`src/common/scan_logic_pkg.sv`:
```
// Shared constants and types for the scan edge, latch and pause logic.
// Operation
// - Start rise contact closes one scan
// - Retentive point on at run entry pulses
// - Start fall contact closes one scan
// - Parallel rise contact ORs with branch
// - Parallel fall contact ORs with branch
// - Series rise contact ANDs with preceding logic
// - Series fall contact ANDs with preceding logic
// - Latch set turns on point or range
// - Set point stays on until reset
// - Latch reset clears point or range, stays
// - Word bit set, BCD index 0 to 15
// - Word bit reset clears bit, stays clear
// - Pause blanks outputs, image keeps updating
// - Override exempts chosen outputs from pause
package scan_logic_pkg;
	localparam int NUM_CH     = 8;
	localparam int NUM_POINTS = 64;
	localparam int PT_W       = 6;
	localparam int NUM_WORDS  = 8;
	localparam int WORD_IDX_W = 3;
	localparam int WORD_W     = 16;
	localparam int BCD_W      = 8;
	localparam int BIT_IDX_W  = 4;
	localparam logic [3:0] BCD_MAX_DIGIT = 4'h9;
	localparam logic [3:0] BCD_TENS_MAX  = 4'h1;
	localparam logic [3:0] BCD_UNITS_MAX = 4'h5;
	localparam logic [3:0] BCD_TEN       = 4'ha;
	localparam int         BCD_DIGIT_W   = 4;
	localparam logic [3:0] BCD_ZERO      = 4'h0;
	localparam logic [NUM_POINTS-1:0] POINTS_RESET = '0;
	localparam logic [WORD_W-1:0]     WORD_RESET   = '0;

	// Where an edge contact sits in its rung
	typedef enum logic [2:0] {
		KIND_START    = 3'b001,
		KIND_PARALLEL = 3'b010,
		KIND_SERIES   = 3'b100
	} contact_kind_type;

	// Operand class of a latch operation
	typedef enum logic [5:0] {
		PT_OUTPUT  = 6'b000001,
		PT_RELAY   = 6'b000010,
		PT_STAGE   = 6'b000100,
		PT_TIMER   = 6'b001000,
		PT_COUNTER = 6'b010000,
		PT_INPUT   = 6'b100000
	} point_class_type;
endpackage

```
`src/common/edge_if.sv`:
```
// Interface between the scan logic top and its edge tracker.
interface edge_if;
	import scan_logic_pkg::*;
	logic [NUM_CH-1:0] point;
	logic [NUM_CH-1:0] retentive;
	logic              scan;
	logic              run_entry;
	logic [NUM_CH-1:0] rise;
	logic [NUM_CH-1:0] fall;

	modport tracker (
		input  point,
		input  retentive,
		input  scan,
		input  run_entry,
		output rise,
		output fall
	);
	modport user (
		output point,
		output retentive,
		output scan,
		output run_entry,
		input  rise,
		input  fall
	);
endinterface

```
`src/rtl/edge_tracker.sv`:
```
// Per-contact previous-scan memory and edge detection.
module edge_tracker (
	input wire logic clk,
	input wire logic rst_n,
	edge_if.tracker  e
);
	import scan_logic_pkg::*;

	logic [NUM_CH-1:0] prev_reg;

	// Remember each point's state as of the last scan
	always_ff @(posedge clk or negedge rst_n) begin
		if (!rst_n) begin
			prev_reg <= '0;
		end else if (e.scan) begin
			prev_reg <= e.point;
		end
	end

	// Edges compare this scan with the stored one
	genvar i;
	generate
		for (i = 0; i < NUM_CH; i++) begin : g_edge
			// A retentive point already on counts as a fresh rise at run entry
			assign e.rise[i] = (e.point[i] & ~prev_reg[i])
				| (e.run_entry & e.retentive[i] & e.point[i]);
			assign e.fall[i] = ~e.point[i] & prev_reg[i];
		end
	endgenerate
endmodule

```
`src/rtl/scan_logic.sv`:
```
// Scan-synchronous edge contacts, latches, word bits and output pause.
module scan_logic (
	input  wire logic                                 clk,
	input  wire logic                                 rst_n,
	input  wire logic                                 scan_tick,
	input  wire logic                                 run_mode,
	input  wire logic [scan_logic_pkg::NUM_CH-1:0]    ch_point,
	input  wire logic [scan_logic_pkg::NUM_CH-1:0]    ch_fall_sel,
	input  wire logic [scan_logic_pkg::NUM_CH-1:0]    ch_branch,
	input  wire logic [scan_logic_pkg::NUM_CH-1:0]    ch_retentive,
	input  scan_logic_pkg::contact_kind_type          ch_kind [scan_logic_pkg::NUM_CH],
	output logic      [scan_logic_pkg::NUM_CH-1:0]    contact_out,
	input  wire logic                                 latch_valid,
	input  wire logic                                 latch_set,
	input  scan_logic_pkg::point_class_type           latch_class,
	input  wire logic [scan_logic_pkg::PT_W-1:0]      latch_start,
	input  wire logic [scan_logic_pkg::PT_W-1:0]      latch_end,
	input  wire logic [scan_logic_pkg::NUM_POINTS-1:0] input_mapped,
	output logic      [scan_logic_pkg::NUM_POINTS-1:0] point_state,
	output logic                                      latch_reject,
	input  wire logic                                 wbit_valid,
	input  wire logic                                 wbit_set,
	input  wire logic [scan_logic_pkg::WORD_IDX_W-1:0] wbit_word,
	input  wire logic [scan_logic_pkg::BCD_W-1:0]     wbit_bcd,
	output logic      [scan_logic_pkg::WORD_W-1:0]    word_data [scan_logic_pkg::NUM_WORDS],
	output logic                                      wbit_reject,
	input  wire logic                                 pause_rung,
	input  wire logic [scan_logic_pkg::PT_W-1:0]      pause_start,
	input  wire logic [scan_logic_pkg::PT_W-1:0]      pause_end,
	input  wire logic [scan_logic_pkg::NUM_POINTS-1:0] pause_override,
	output logic      [scan_logic_pkg::NUM_POINTS-1:0] phys_out
);
	import scan_logic_pkg::*;

	// All inputs come from program evaluation logic on this clock, so
	// none of them is synchronised here.

	edge_if ed ();

	logic                  run_mode_reg;
	logic                  run_pending_reg;
	logic                  run_rise;
	logic [NUM_CH-1:0]     contact_reg;
	logic [NUM_CH-1:0]     contact_next;
	logic [NUM_POINTS-1:0] point_reg;
	logic [NUM_POINTS-1:0] latch_mask;
	logic [NUM_POINTS-1:0] set_allow;
	logic [NUM_POINTS-1:0] pause_mask;
	logic [NUM_POINTS-1:0] phys_reg;
	logic                  latch_reject_reg;
	logic                  class_refused;
	logic [WORD_W-1:0]     word_reg [NUM_WORDS];
	logic                  wbit_reject_reg;
	logic [3:0]            bcd_tens;
	logic [3:0]            bcd_units;
	logic                  bcd_ok;
	logic [BIT_IDX_W-1:0]  bit_idx;
	logic [NUM_CH-1:0]     edge_hit;
	logic [NUM_POINTS-1:0] hold_off;
	logic [NUM_POINTS-1:0] phys_next;
	logic                  wbit_go;
	logic [WORD_W-1:0]     bit_sel;
	logic [NUM_WORDS-1:0]  word_hit;

	edge_tracker u_edge (
		.clk   (clk),
		.rst_n (rst_n),
		.e     (ed.tracker)
	);

	// Feed the tracker with the current scan's point states
	assign ed.point     = ch_point;
	assign ed.retentive = ch_retentive;
	assign ed.scan      = scan_tick;
	assign ed.run_entry = run_pending_reg | run_rise;

	// Program-to-run change is noticed here and held until the next scan
	assign run_rise = run_mode & ~run_mode_reg;

	always_ff @(posedge clk or negedge rst_n) begin
		if (!rst_n) begin
			run_mode_reg <= 1'b0;
		end else begin
			run_mode_reg <= run_mode;
		end
	end

	// A rise landing on a scan is used by that scan and not held for the next one
	always_ff @(posedge clk or negedge rst_n) begin
		if (!rst_n) begin
			run_pending_reg <= 1'b0;
		end else if (run_rise && !scan_tick) begin
			run_pending_reg <= 1'b1;
		end else if (scan_tick) begin
			run_pending_reg <= 1'b0;
		end
	end

	// Contact result per channel by its rung position and edge polarity
	genvar c;
	generate
		for (c = 0; c < NUM_CH; c++) begin : g_contact
			logic hit_next;

			// Fall-selected contacts watch the fall strobe, others the rise
			assign edge_hit[c] = ch_fall_sel[c] ? ed.fall[c] : ed.rise[c];

			// An undefined position code leaves the contact open
			always_comb begin
				case (ch_kind[c])
					KIND_START: begin
						hit_next = edge_hit[c];
					end
					KIND_PARALLEL: begin
						hit_next = ch_branch[c] | edge_hit[c];
					end
					KIND_SERIES: begin
						hit_next = ch_branch[c] & edge_hit[c];
					end
					default: begin
						hit_next = 1'b0;
					end
				endcase
			end
			assign contact_next[c] = hit_next;
		end
	endgenerate

	// Held for the whole scan so a pulse lasts exactly one scan
	always_ff @(posedge clk or negedge rst_n) begin
		if (!rst_n) begin
			contact_reg <= '0;
		end else if (scan_tick) begin
			contact_reg <= contact_next;
		end
	end

	// Timer and counter status cannot be latched on
	assign class_refused = latch_set
		&& (latch_class == PT_TIMER || latch_class == PT_COUNTER);

	// Range and pause masks, inclusive of both ends
	genvar p;
	generate
		for (p = 0; p < NUM_POINTS; p++) begin : g_point
			assign latch_mask[p] = (PT_W'(p) >= latch_start) && (PT_W'(p) <= latch_end);
			assign set_allow[p]  = !(latch_class == PT_INPUT && input_mapped[p]);
			assign pause_mask[p] = pause_rung
				&& (PT_W'(p) >= pause_start) && (PT_W'(p) <= pause_end);

			// Override wins over pause for this point only
			assign hold_off[p]  = pause_mask[p] & ~pause_override[p];
			// Only the terminal is blanked; the image point is left alone
			assign phys_next[p] = point_reg[p] & ~hold_off[p];
		end
	endgenerate

	// Latched points change only on an operation, never on a false rung
	always_ff @(posedge clk or negedge rst_n) begin
		if (!rst_n) begin
			point_reg <= POINTS_RESET;
		end else if (latch_valid && !class_refused) begin
			if (latch_set) begin
				point_reg <= point_reg | (latch_mask & set_allow);
			end else begin
				point_reg <= point_reg & ~latch_mask;
			end
		end
	end

	// Refusal shows for one cycle; mapped inputs in a set range also count
	always_ff @(posedge clk or negedge rst_n) begin
		if (!rst_n) begin
			latch_reject_reg <= 1'b0;
		end else begin
			latch_reject_reg <= latch_valid && (class_refused
				|| (latch_set && |(latch_mask & ~set_allow)));
		end
	end

	// Bit index arrives as two BCD digits, only 00 to 15 are legal
	assign bcd_tens  = wbit_bcd[BCD_W-1:BCD_DIGIT_W];
	assign bcd_units = wbit_bcd[BCD_DIGIT_W-1:0];
	assign bcd_ok    = (bcd_units <= BCD_MAX_DIGIT)
		&& ((bcd_tens == BCD_ZERO)
		|| (bcd_tens == BCD_TENS_MAX && bcd_units <= BCD_UNITS_MAX));
	assign bit_idx   = (bcd_tens == BCD_TENS_MAX) ? BIT_IDX_W'(bcd_units + BCD_TEN)
		: BIT_IDX_W'(bcd_units);

	// An op only counts with a legal index; a bad one touches no word
	assign wbit_go = wbit_valid && bcd_ok;

	// One-hot mask of the addressed bit
	genvar b;
	generate
		for (b = 0; b < WORD_W; b++) begin : g_bit
			assign bit_sel[b] = (bit_idx == BIT_IDX_W'(b));
		end
	endgenerate

	// Each word holds its own bits; only the addressed bit moves
	genvar w;
	generate
		for (w = 0; w < NUM_WORDS; w++) begin : g_word
			assign word_hit[w] = wbit_go && (wbit_word == WORD_IDX_W'(w));

			// Bits stay as left when the rung goes false
			always_ff @(posedge clk or negedge rst_n) begin
				if (!rst_n) begin
					word_reg[w] <= WORD_RESET;
				end else if (word_hit[w]) begin
					if (wbit_set) begin
						word_reg[w] <= word_reg[w] | bit_sel;
					end else begin
						word_reg[w] <= word_reg[w] & ~bit_sel;
					end
				end
			end
		end
	endgenerate

	always_ff @(posedge clk or negedge rst_n) begin
		if (!rst_n) begin
			wbit_reject_reg <= 1'b0;
		end else begin
			wbit_reject_reg <= wbit_valid && !bcd_ok;
		end
	end

	// Output update once per scan; the image keeps running under pause
	always_ff @(posedge clk or negedge rst_n) begin
		if (!rst_n) begin
			phys_reg <= '0;
		end else if (scan_tick) begin
			phys_reg <= phys_next;
		end
	end

	assign contact_out  = contact_reg;
	assign point_state  = point_reg;
	assign latch_reject = latch_reject_reg;
	assign word_data    = word_reg;
	assign wbit_reject  = wbit_reject_reg;
	assign phys_out     = phys_reg;
endmodule

```
`config.mk`:
```
export PLATFORM = sky130hd
export DESIGN_NAME = scan_logic
export DESIGN_NICKNAME = d
export VERILOG_FILES = /design/src/common/scan_logic_pkg.sv /design/src/common/edge_if.sv /design/src/rtl/edge_tracker.sv /design/src/rtl/scan_logic.sv
export SDC_FILE = /design/constraint.sdc
export NUM_CORES = 1
export LEC_CHECK = 0
export ABC_CLOCK_PERIOD_IN_PS = 2600
export BUFFER_PORTS_ARGS = -buffer_cell sky130_fd_sc_hd__buf_4
export CAP_MARGIN = 10
export CORE_MARGIN = 3
export CORE_UTILIZATION = 40
export DETAILED_ROUTE_END_ITERATION = 10
export PLACE_DENSITY = 0.66
export SLEW_MARGIN = 20
export SYNTH_ARGS = -nofsm -noshare
export SYNTH_HDL_FRONTEND = slang
export SYNTH_SLANG_ARGS = --single-unit
```
`constraint.sdc`:
```
create_clock -name clk -period 2.6 [get_ports clk]
set_input_delay 0.39 -clock clk [delete_from_list [all_inputs] [get_ports clk]]
set_output_delay 0.39 -clock clk [all_outputs]
set_load 0.05 [all_outputs]
```
==> results of run 1 <==
-- cells by family (layout without fill, tap and decap cells) --
kind of cell	Yosys count	after routing	share of synthesized area [%]
buffers and inverters	203	749	6.049
other	0	2	0
multiplexers	138	138	10.49
XOR/XNOR	3	3	0.2988
AO/OA/AOI/OAI	495	495	20.50
flip-flops	276	276	45.80
AND/OR/NAND/NOR	516	516	16.78
adder cells (fa/ha/maj)	1	1	0.08296
-- power by group --
group	switching [uW]	total, uW	internal, uW
sequential	593	5350	4760
clock	1910	4980	3070
combinational	3020	4380	1360
total	5530	14700	9190
-- per-stage QoR --
stage | util, % | cells | hold WS (ns)
finish | 56.95 | 2684 | 0.1055
global placement | 53.70 | 2622 | 0.4260
CTS | 56.94 | 2682 | 0.08972
detailed placement | 53.70 | 2622 | 0.4362
floorplan | - | 1632 | 0.09441
global route | 56.95 | 2684 | 0.1011
-- layout make-up --
type	count	area [um^2]
Inverter	87	326.6
Timing Repair Buffer	604	4684
Clock buffer	47	991.0
Fill cell	3345	15870
Sequential cell	276	6907
Multi-Input combinational cell	1153	7272
Tap cell	504	630.6
Antenna cell	2	5.005
Clock inverter	11	183.9
-- routing by layer --
metal  wire (um)  share of wire, %  vias up  global-route usage, %
met2       33650                48      866                  56.47
li1            -                 -     6902                      -
met3        6299               9.0      128                  7.769
met1       27710                39     7666                  42.95
met4        2444               3.5        8                  11.32
met5          49             0.070        -                      0
-- worst max-delay path: stages --
cell and delay, ns:
buf_4 0.15, buf_12 0.14, inv_1 0.21, a221oi_1 0.18, a22o_1 0.25, a221o_1 0.26
or4_1 0.51, nor4_1 0.23, a31oi_1 0.13
-- cell usage after synthesis, types with 20 or more instances --
cell / instances
dfrtp_1: 276
nand2_1: 201
a21oi_1: 176
mux2_2: 125
nor2_1: 109
o21ai_0: 99
inv_1: 86
clkbuf_1: 69
a31oi_1: 52
nand3_1: 39
nand2b_1: 23
a211oi_1: 21
o22ai_1: 21
o311ai_0: 20
-- what timing repair did --
item                      in CTS  in global routing
resized for setup              0                  0
hold buffers                   2                  0
hold endpoints to repair      70                  0
setup buffers                  0                  0
-- cells in the final DEF (no fill, tap or decap), types with 21 or more instances in the layout --
cell / count
a211oi_1: 21
nand2_1: 201
a21oi_1: 176
o22ai_1: 21
clkbuf_16: 35
nand3_1: 39
buf_4: 590
a31oi_1: 52
mux2_2: 125
o21ai_0: 99
inv_1: 86
dfrtp_1: 276
nor2_1: 109
nand2b_1: 23
-- final timing paths --
path | to | cells after the start | from
max | latch_reject$_DFF_PN0_ | 9 | latch_end[4]
min | wbit_reject$_DFF_PN0_ | 2 | wbit_valid
max reg2reg | contact_out[6]$_DFFE_PN0P_ | 7 | run_mode_reg$_DFF_PN0_
min reg2reg | flop | 1 | flop
max in group asynchronous | point_state[19]$_DFFE_PN0P_ | 3 | rst_n
min in group asynchronous | asynchronous set/reset pin | 2 | rst_n
==> results.md, run 1 <==
- Area growth syn-to-layout: 39.26%
- Hold Fails Final Rpt: 0
- Share of layout cells above drive strength 1: 38.34%
- GP Congestion: 0.9864
- Clk buf depth: 3
- Grt ovf: 0
- WL/cell: 26.14 um
- Avg Synthesized Cell Area: 9.240 um^2
- CTS buffer count: 34
- Final setup TNS: 0 ns
- Post-synth cell types: 84
- Top Ports: 500
- Async set or reset register ratio after synthesis: 100.0%
- Num Clock Sinks: 276
- Die area: 40,060 um^2
- CP Class: input pin to flop
- Critical Path AT: 2.45 ns
- Max Cap Viol: 0
- DR vias/cell: 5.801
- Pwr dens: 701.0 nW/um^2
- Clock skew: 0.01831 ns
- Syn nets: 1,867
- Reg2reg setup slack: 0.95 ns
- Post-Route WL: 70,150 um
- Layout Nets: 2,391
- DRC: 0
- Initial DRC Count: 1,294
- Post-synthesis cell area: 15,080 um^2
- Post-route minimum period: 2.064 ns
- Crit end category: flop
- Post-DP Area: 19,800 um^2
- Starting Density: 40.90%
- Seq/Total Area, Yosys: 45.80%
- Slew headroom: 36.16%
- Htree depth: 2
- Outcome: completed
- Pre-CTS WS: 0.05343 ns
- Yosys warnings: 0
- DR vias: 15,570
- Max FO, Critical Path: 7
- Core ar.: 36,870 um^2
- Final Max Slew Viols: 0
- Die Y: 200.2 um
- Largest cells by area after synthesis: dfrtp_1 46%, mux2_2 9.3%, a21oi_1 5.8%
- Vias in the first global route: 15,410
- Primary FF master, synth: dfrtp_1
- RSZ-0062 raised after global routing: no
- Yosys reg bits: 276
- Post-synthesis instance total: 1,632
- Finished Cell Area: 21,000 um^2
- Critical Path Start Type: input pin
- Final setup viols: 0
- Largest net degree at the start of global routing: 78
- Clock Latency Late Sink: 0.53 ns
- Die span in x: 200.2 um
- Static Leak: 0.009893 uW
- Final period utilization: 79.40%
- Dominant cell type by area after synthesis: dfrtp_1
- Initial antenna violation count: 6
- IO buf count: 499
- Drt pass-1 iters: 6
- CTS tree: built
- EDFF count, synth: 0
- Final Worst Setup Slack: 0.5356 ns
- Fmax: 484.4 MHz
- Worst-Margin Slew: 0.9335 ns
- Clock root buffer: clkbuf_16
- # rows: 70
- CP Data Required Time: 2.98 ns
- GRT Overall Usage: 33.62%
- Worst hold path type: input pin to flop
- Antenna Nets Post-Route: 0
- Tot Pwr: 14,720 uW
- Clock Pin Slew Worst Setup and Hold Paths: 0.06 ns
- Post-DP HPWL: 55,590 um
- Post-synth top area share: 45.80%
- Maximum vdd drop: 439.6 uV
- First-pass GRT wire length: 102,600 um
No activity file was read; power rests on OpenSTA's default activity.
==> run 2, diff against run 1 <==
Settings changed: ABC_CLOCK_PERIOD_IN_PS 2600 to 2100.
Clock period 2.6 ns to 2.1 ns, I/O delays scaled along.
==> results.md, run 2 (synthesis results as in run 1) <==
- CP Launch Point: latch_start[5] (was latch_end[4])
- DRC: 0 (unchanged)
- Die area: 40,060 um^2 (unchanged)
- Critical Path Start Type: input pin (unchanged)
- Vias in the first global route: 16,220 (was 15,410)
- Outcome: completed (unchanged)
- DR vias/cell: 5.712 (was 5.801)
- Clock Latency Late Sink: 0.54 ns (was 0.53 ns)
- Pwr dens: 826.6 nW/um^2 (was 701.0 nW/um^2)
- Final setup viols: 0 (unchanged)
- Crit end category: flop (unchanged)
- Finished Cell Area: 22,180 um^2 (was 21,000 um^2)
- Critical path's slowest cell: a211oi_1 (was or4_1)
- Internal Power: 11,420 uW (was 9195 uW)
- Grt ovf: 0 (unchanged)
- Most common cell after layout, fill and taps aside: buf_4 (unchanged)
- # rows: 70 (unchanged)
- Clock Pin Slew Worst Setup and Hold Paths: 0.06 ns (about the same)
- Worst-Margin Slew: 0.8593 ns (was 0.9335 ns)
- IO buf count: 499 (unchanged)
- Hold_sp: ch_point[6] (was wbit_valid)
- Layout Nets: 2,535 (was 2,391)
- Max Cap Viol: 0 (unchanged)
- Post-route minimum period: 2.015 ns
- Critical Path AT: 2.48 ns (was 2.45 ns)
- Max FO, Critical Path: 16 (was 7)
- GRT Overall Usage: 34.91% (was 33.62%)
- Share of layout cells above drive strength 1: 42.05% (was 38.34%)
- First-pass GRT wire length: 106,300 um (was 102,600 um)
- Sequential share of power: 36.3% (was 36.4%)
- Worst hold margin: 0.01662 ns (was 0.1055 ns)
- Drt pass-1 iters: 5 (was 6)
- Clk buf depth: 3 (unchanged)
- CP Data Required Time: 2.56 ns (was 2.98 ns)
- Die span in x: 200.2 um (unchanged)
- Comb power frac: 30.8% (was 29.8%)
- CTS tree: built (unchanged)
- Critical path, cell by cell: buf_4 -> buf_4 -> or3_1 -> a211oi_1 -> a22oi_1 -> nand4_1 -> buf_4 -> nor4_1 -> a31oi_1 (was buf_4 -> buf_12 -> inv_1 -> a221oi_1 -> a22o_1 -> a221o_1 -> or4_1 -> nor4_1 -> a31oi_1)
- Tot Pwr: 18,330 uW (was 14,720 uW)
- Slew headroom: 41.23% (was 36.16%)
- Fmax: 496.3 MHz
- Initial antenna violation count: 7 (was 6)
- RSZ-0062 raised after global routing: no (unchanged)
- Hold Fails Final Rpt: 0 (unchanged)
- Die Y: 200.2 um (unchanged)
- Clock root buffer: clkbuf_16 (unchanged)
- Post-DP Area: 21,030 um^2 (was 19,800 um^2)
- WL/cell: 25.52 um (was 26.14 um)
- Antenna Nets Post-Route: 0 (unchanged)
- Switching Power: 6912 uW (was 5526 uW)
- Area growth syn-to-layout: 47.06% (was 39.26%)
- Top Ports: 500 (unchanged)
- Clock skew: 0.01346 ns (was 0.01831 ns)
- Final Max Slew Viols: 0 (unchanged)
- Post-DP HPWL: 57,490 um (was 55,590 um)
- CP Class: input pin to flop (unchanged)
- CTS buffer count: 34 (unchanged)
- R2r startpoint: run_mode_reg$_DFF_PN0_ (unchanged)
- Num Clock Sinks: 276 (unchanged)
- Maximum vdd drop: 617.6 uV (was 439.6 uV)
- Worst hold path type: input pin to flop (unchanged)
- Starting Density: 40.90% (unchanged)
- GP Congestion: 0.9894 (was 0.9864)
- Critical path's largest stage delay: 0.64 ns (was 0.51 ns)
- Clock Power Share: 32.9% (was 33.8%)
- Net Sw Frac: 37.70% (was 37.54%)
- DR vias: 16,150 (was 15,570)
- Core ar.: 36,870 um^2 (unchanged)
- Static Leak: 0.01060 uW (was 0.009893 uW)
- Most used cell, CP: buf_4
- Final period utilization: 95.95%
- Post-Route WL: 72,170 um (was 70,150 um)
- Largest net degree at the start of global routing: 69 (was 78)
- Htree depth: 2 (unchanged)
- Most frequent cells in the layout: 722 x buf_4, 276 x dfrtp_1, 201 x nand2_1 (was 590 x buf_4, 276 x dfrtp_1, 201 x nand2_1)
- Initial DRC Count: 1,141 (was 1,294)
run 2: worst paths after layout:
kind	to	slack, ns	cells after the start
setup / recovery	latch_reject$_DFF_PN0_	0.09	9
hold / removal	u_edge.prev_reg[6]$_DFFE_PN0P_	0.02	2
hold reg to reg	flop	0.50	1
max in group asynchronous	point_state[58]$_DFFE_PN0P_	1.12	3
setup reg to reg	contact_out[6]$_DFFE_PN0P_	0.45	7
min in group asynchronous	asynchronous set/reset pin	0.31	2
run 2: power by group through the flow:
stage | Clock (uW) | Sequential, uW | Combinational [uW]
final | 6040 | 6650 | 5650
after global placement | 0 | 6710 | 5590
after floorplan | 0 | 8310 | 1250
after CTS | 6110 | 6610 | 5640
after detailed placement | 0 | 6690 | 5620
after global routing | 6320 | 6680 | 5940
run 2: layer usage:
layer  routed length, um  part of all wire (%)  track usage, %
met3                5625                   7.8           7.590
met5                  30                 0.042               0
met1               29270                    41           44.48
met2               34040                    47           58.08
met4                3200                   4.4           13.92
run 2: critical path, delay by kind of cell:
| kind | cells | cell delay, ns |
|---|---|---|
| and+or+nand+nor | 3 | 0.66 |
| AOI/OAI and AO/OA | 3 | 1.03 |
| buffers and inverters | 3 | 0.46 |
run 2: repair_timing:
item | CTS | global route
setup buffers | 0 | 0
gates resized for setup | 0 | 0
hold buffers | 2 | 0
endpoints found under the hold margin | 49 | 0
run 2: cell type report:
class                      count  area, um^2
antenna                        3       7.507
fill                        3198       14700
tap                          504       630.6
sequential                   276        6907
clock inverter                12       175.2
clock buffer                  45       943.4
timing repair buffer         748        5916
multi-input combinational   1153        7271
inverter                      87       326.6
run 2: stage by stage:
step	setup slack (ns)	utilization [%]	TNS, ns	instances
3_3_place_gp	-0.4389	57.03	-9.427	2766
5_1_grt	0.03735	60.14	0	2828
6_report	0.08502	60.14	0	2828
3_5_place_dp	-0.4003	57.03	-12.16	2766
4_1_cts	0.1707	60.12	0	2825
2_1_floorplan	0.02670	-	0	1632
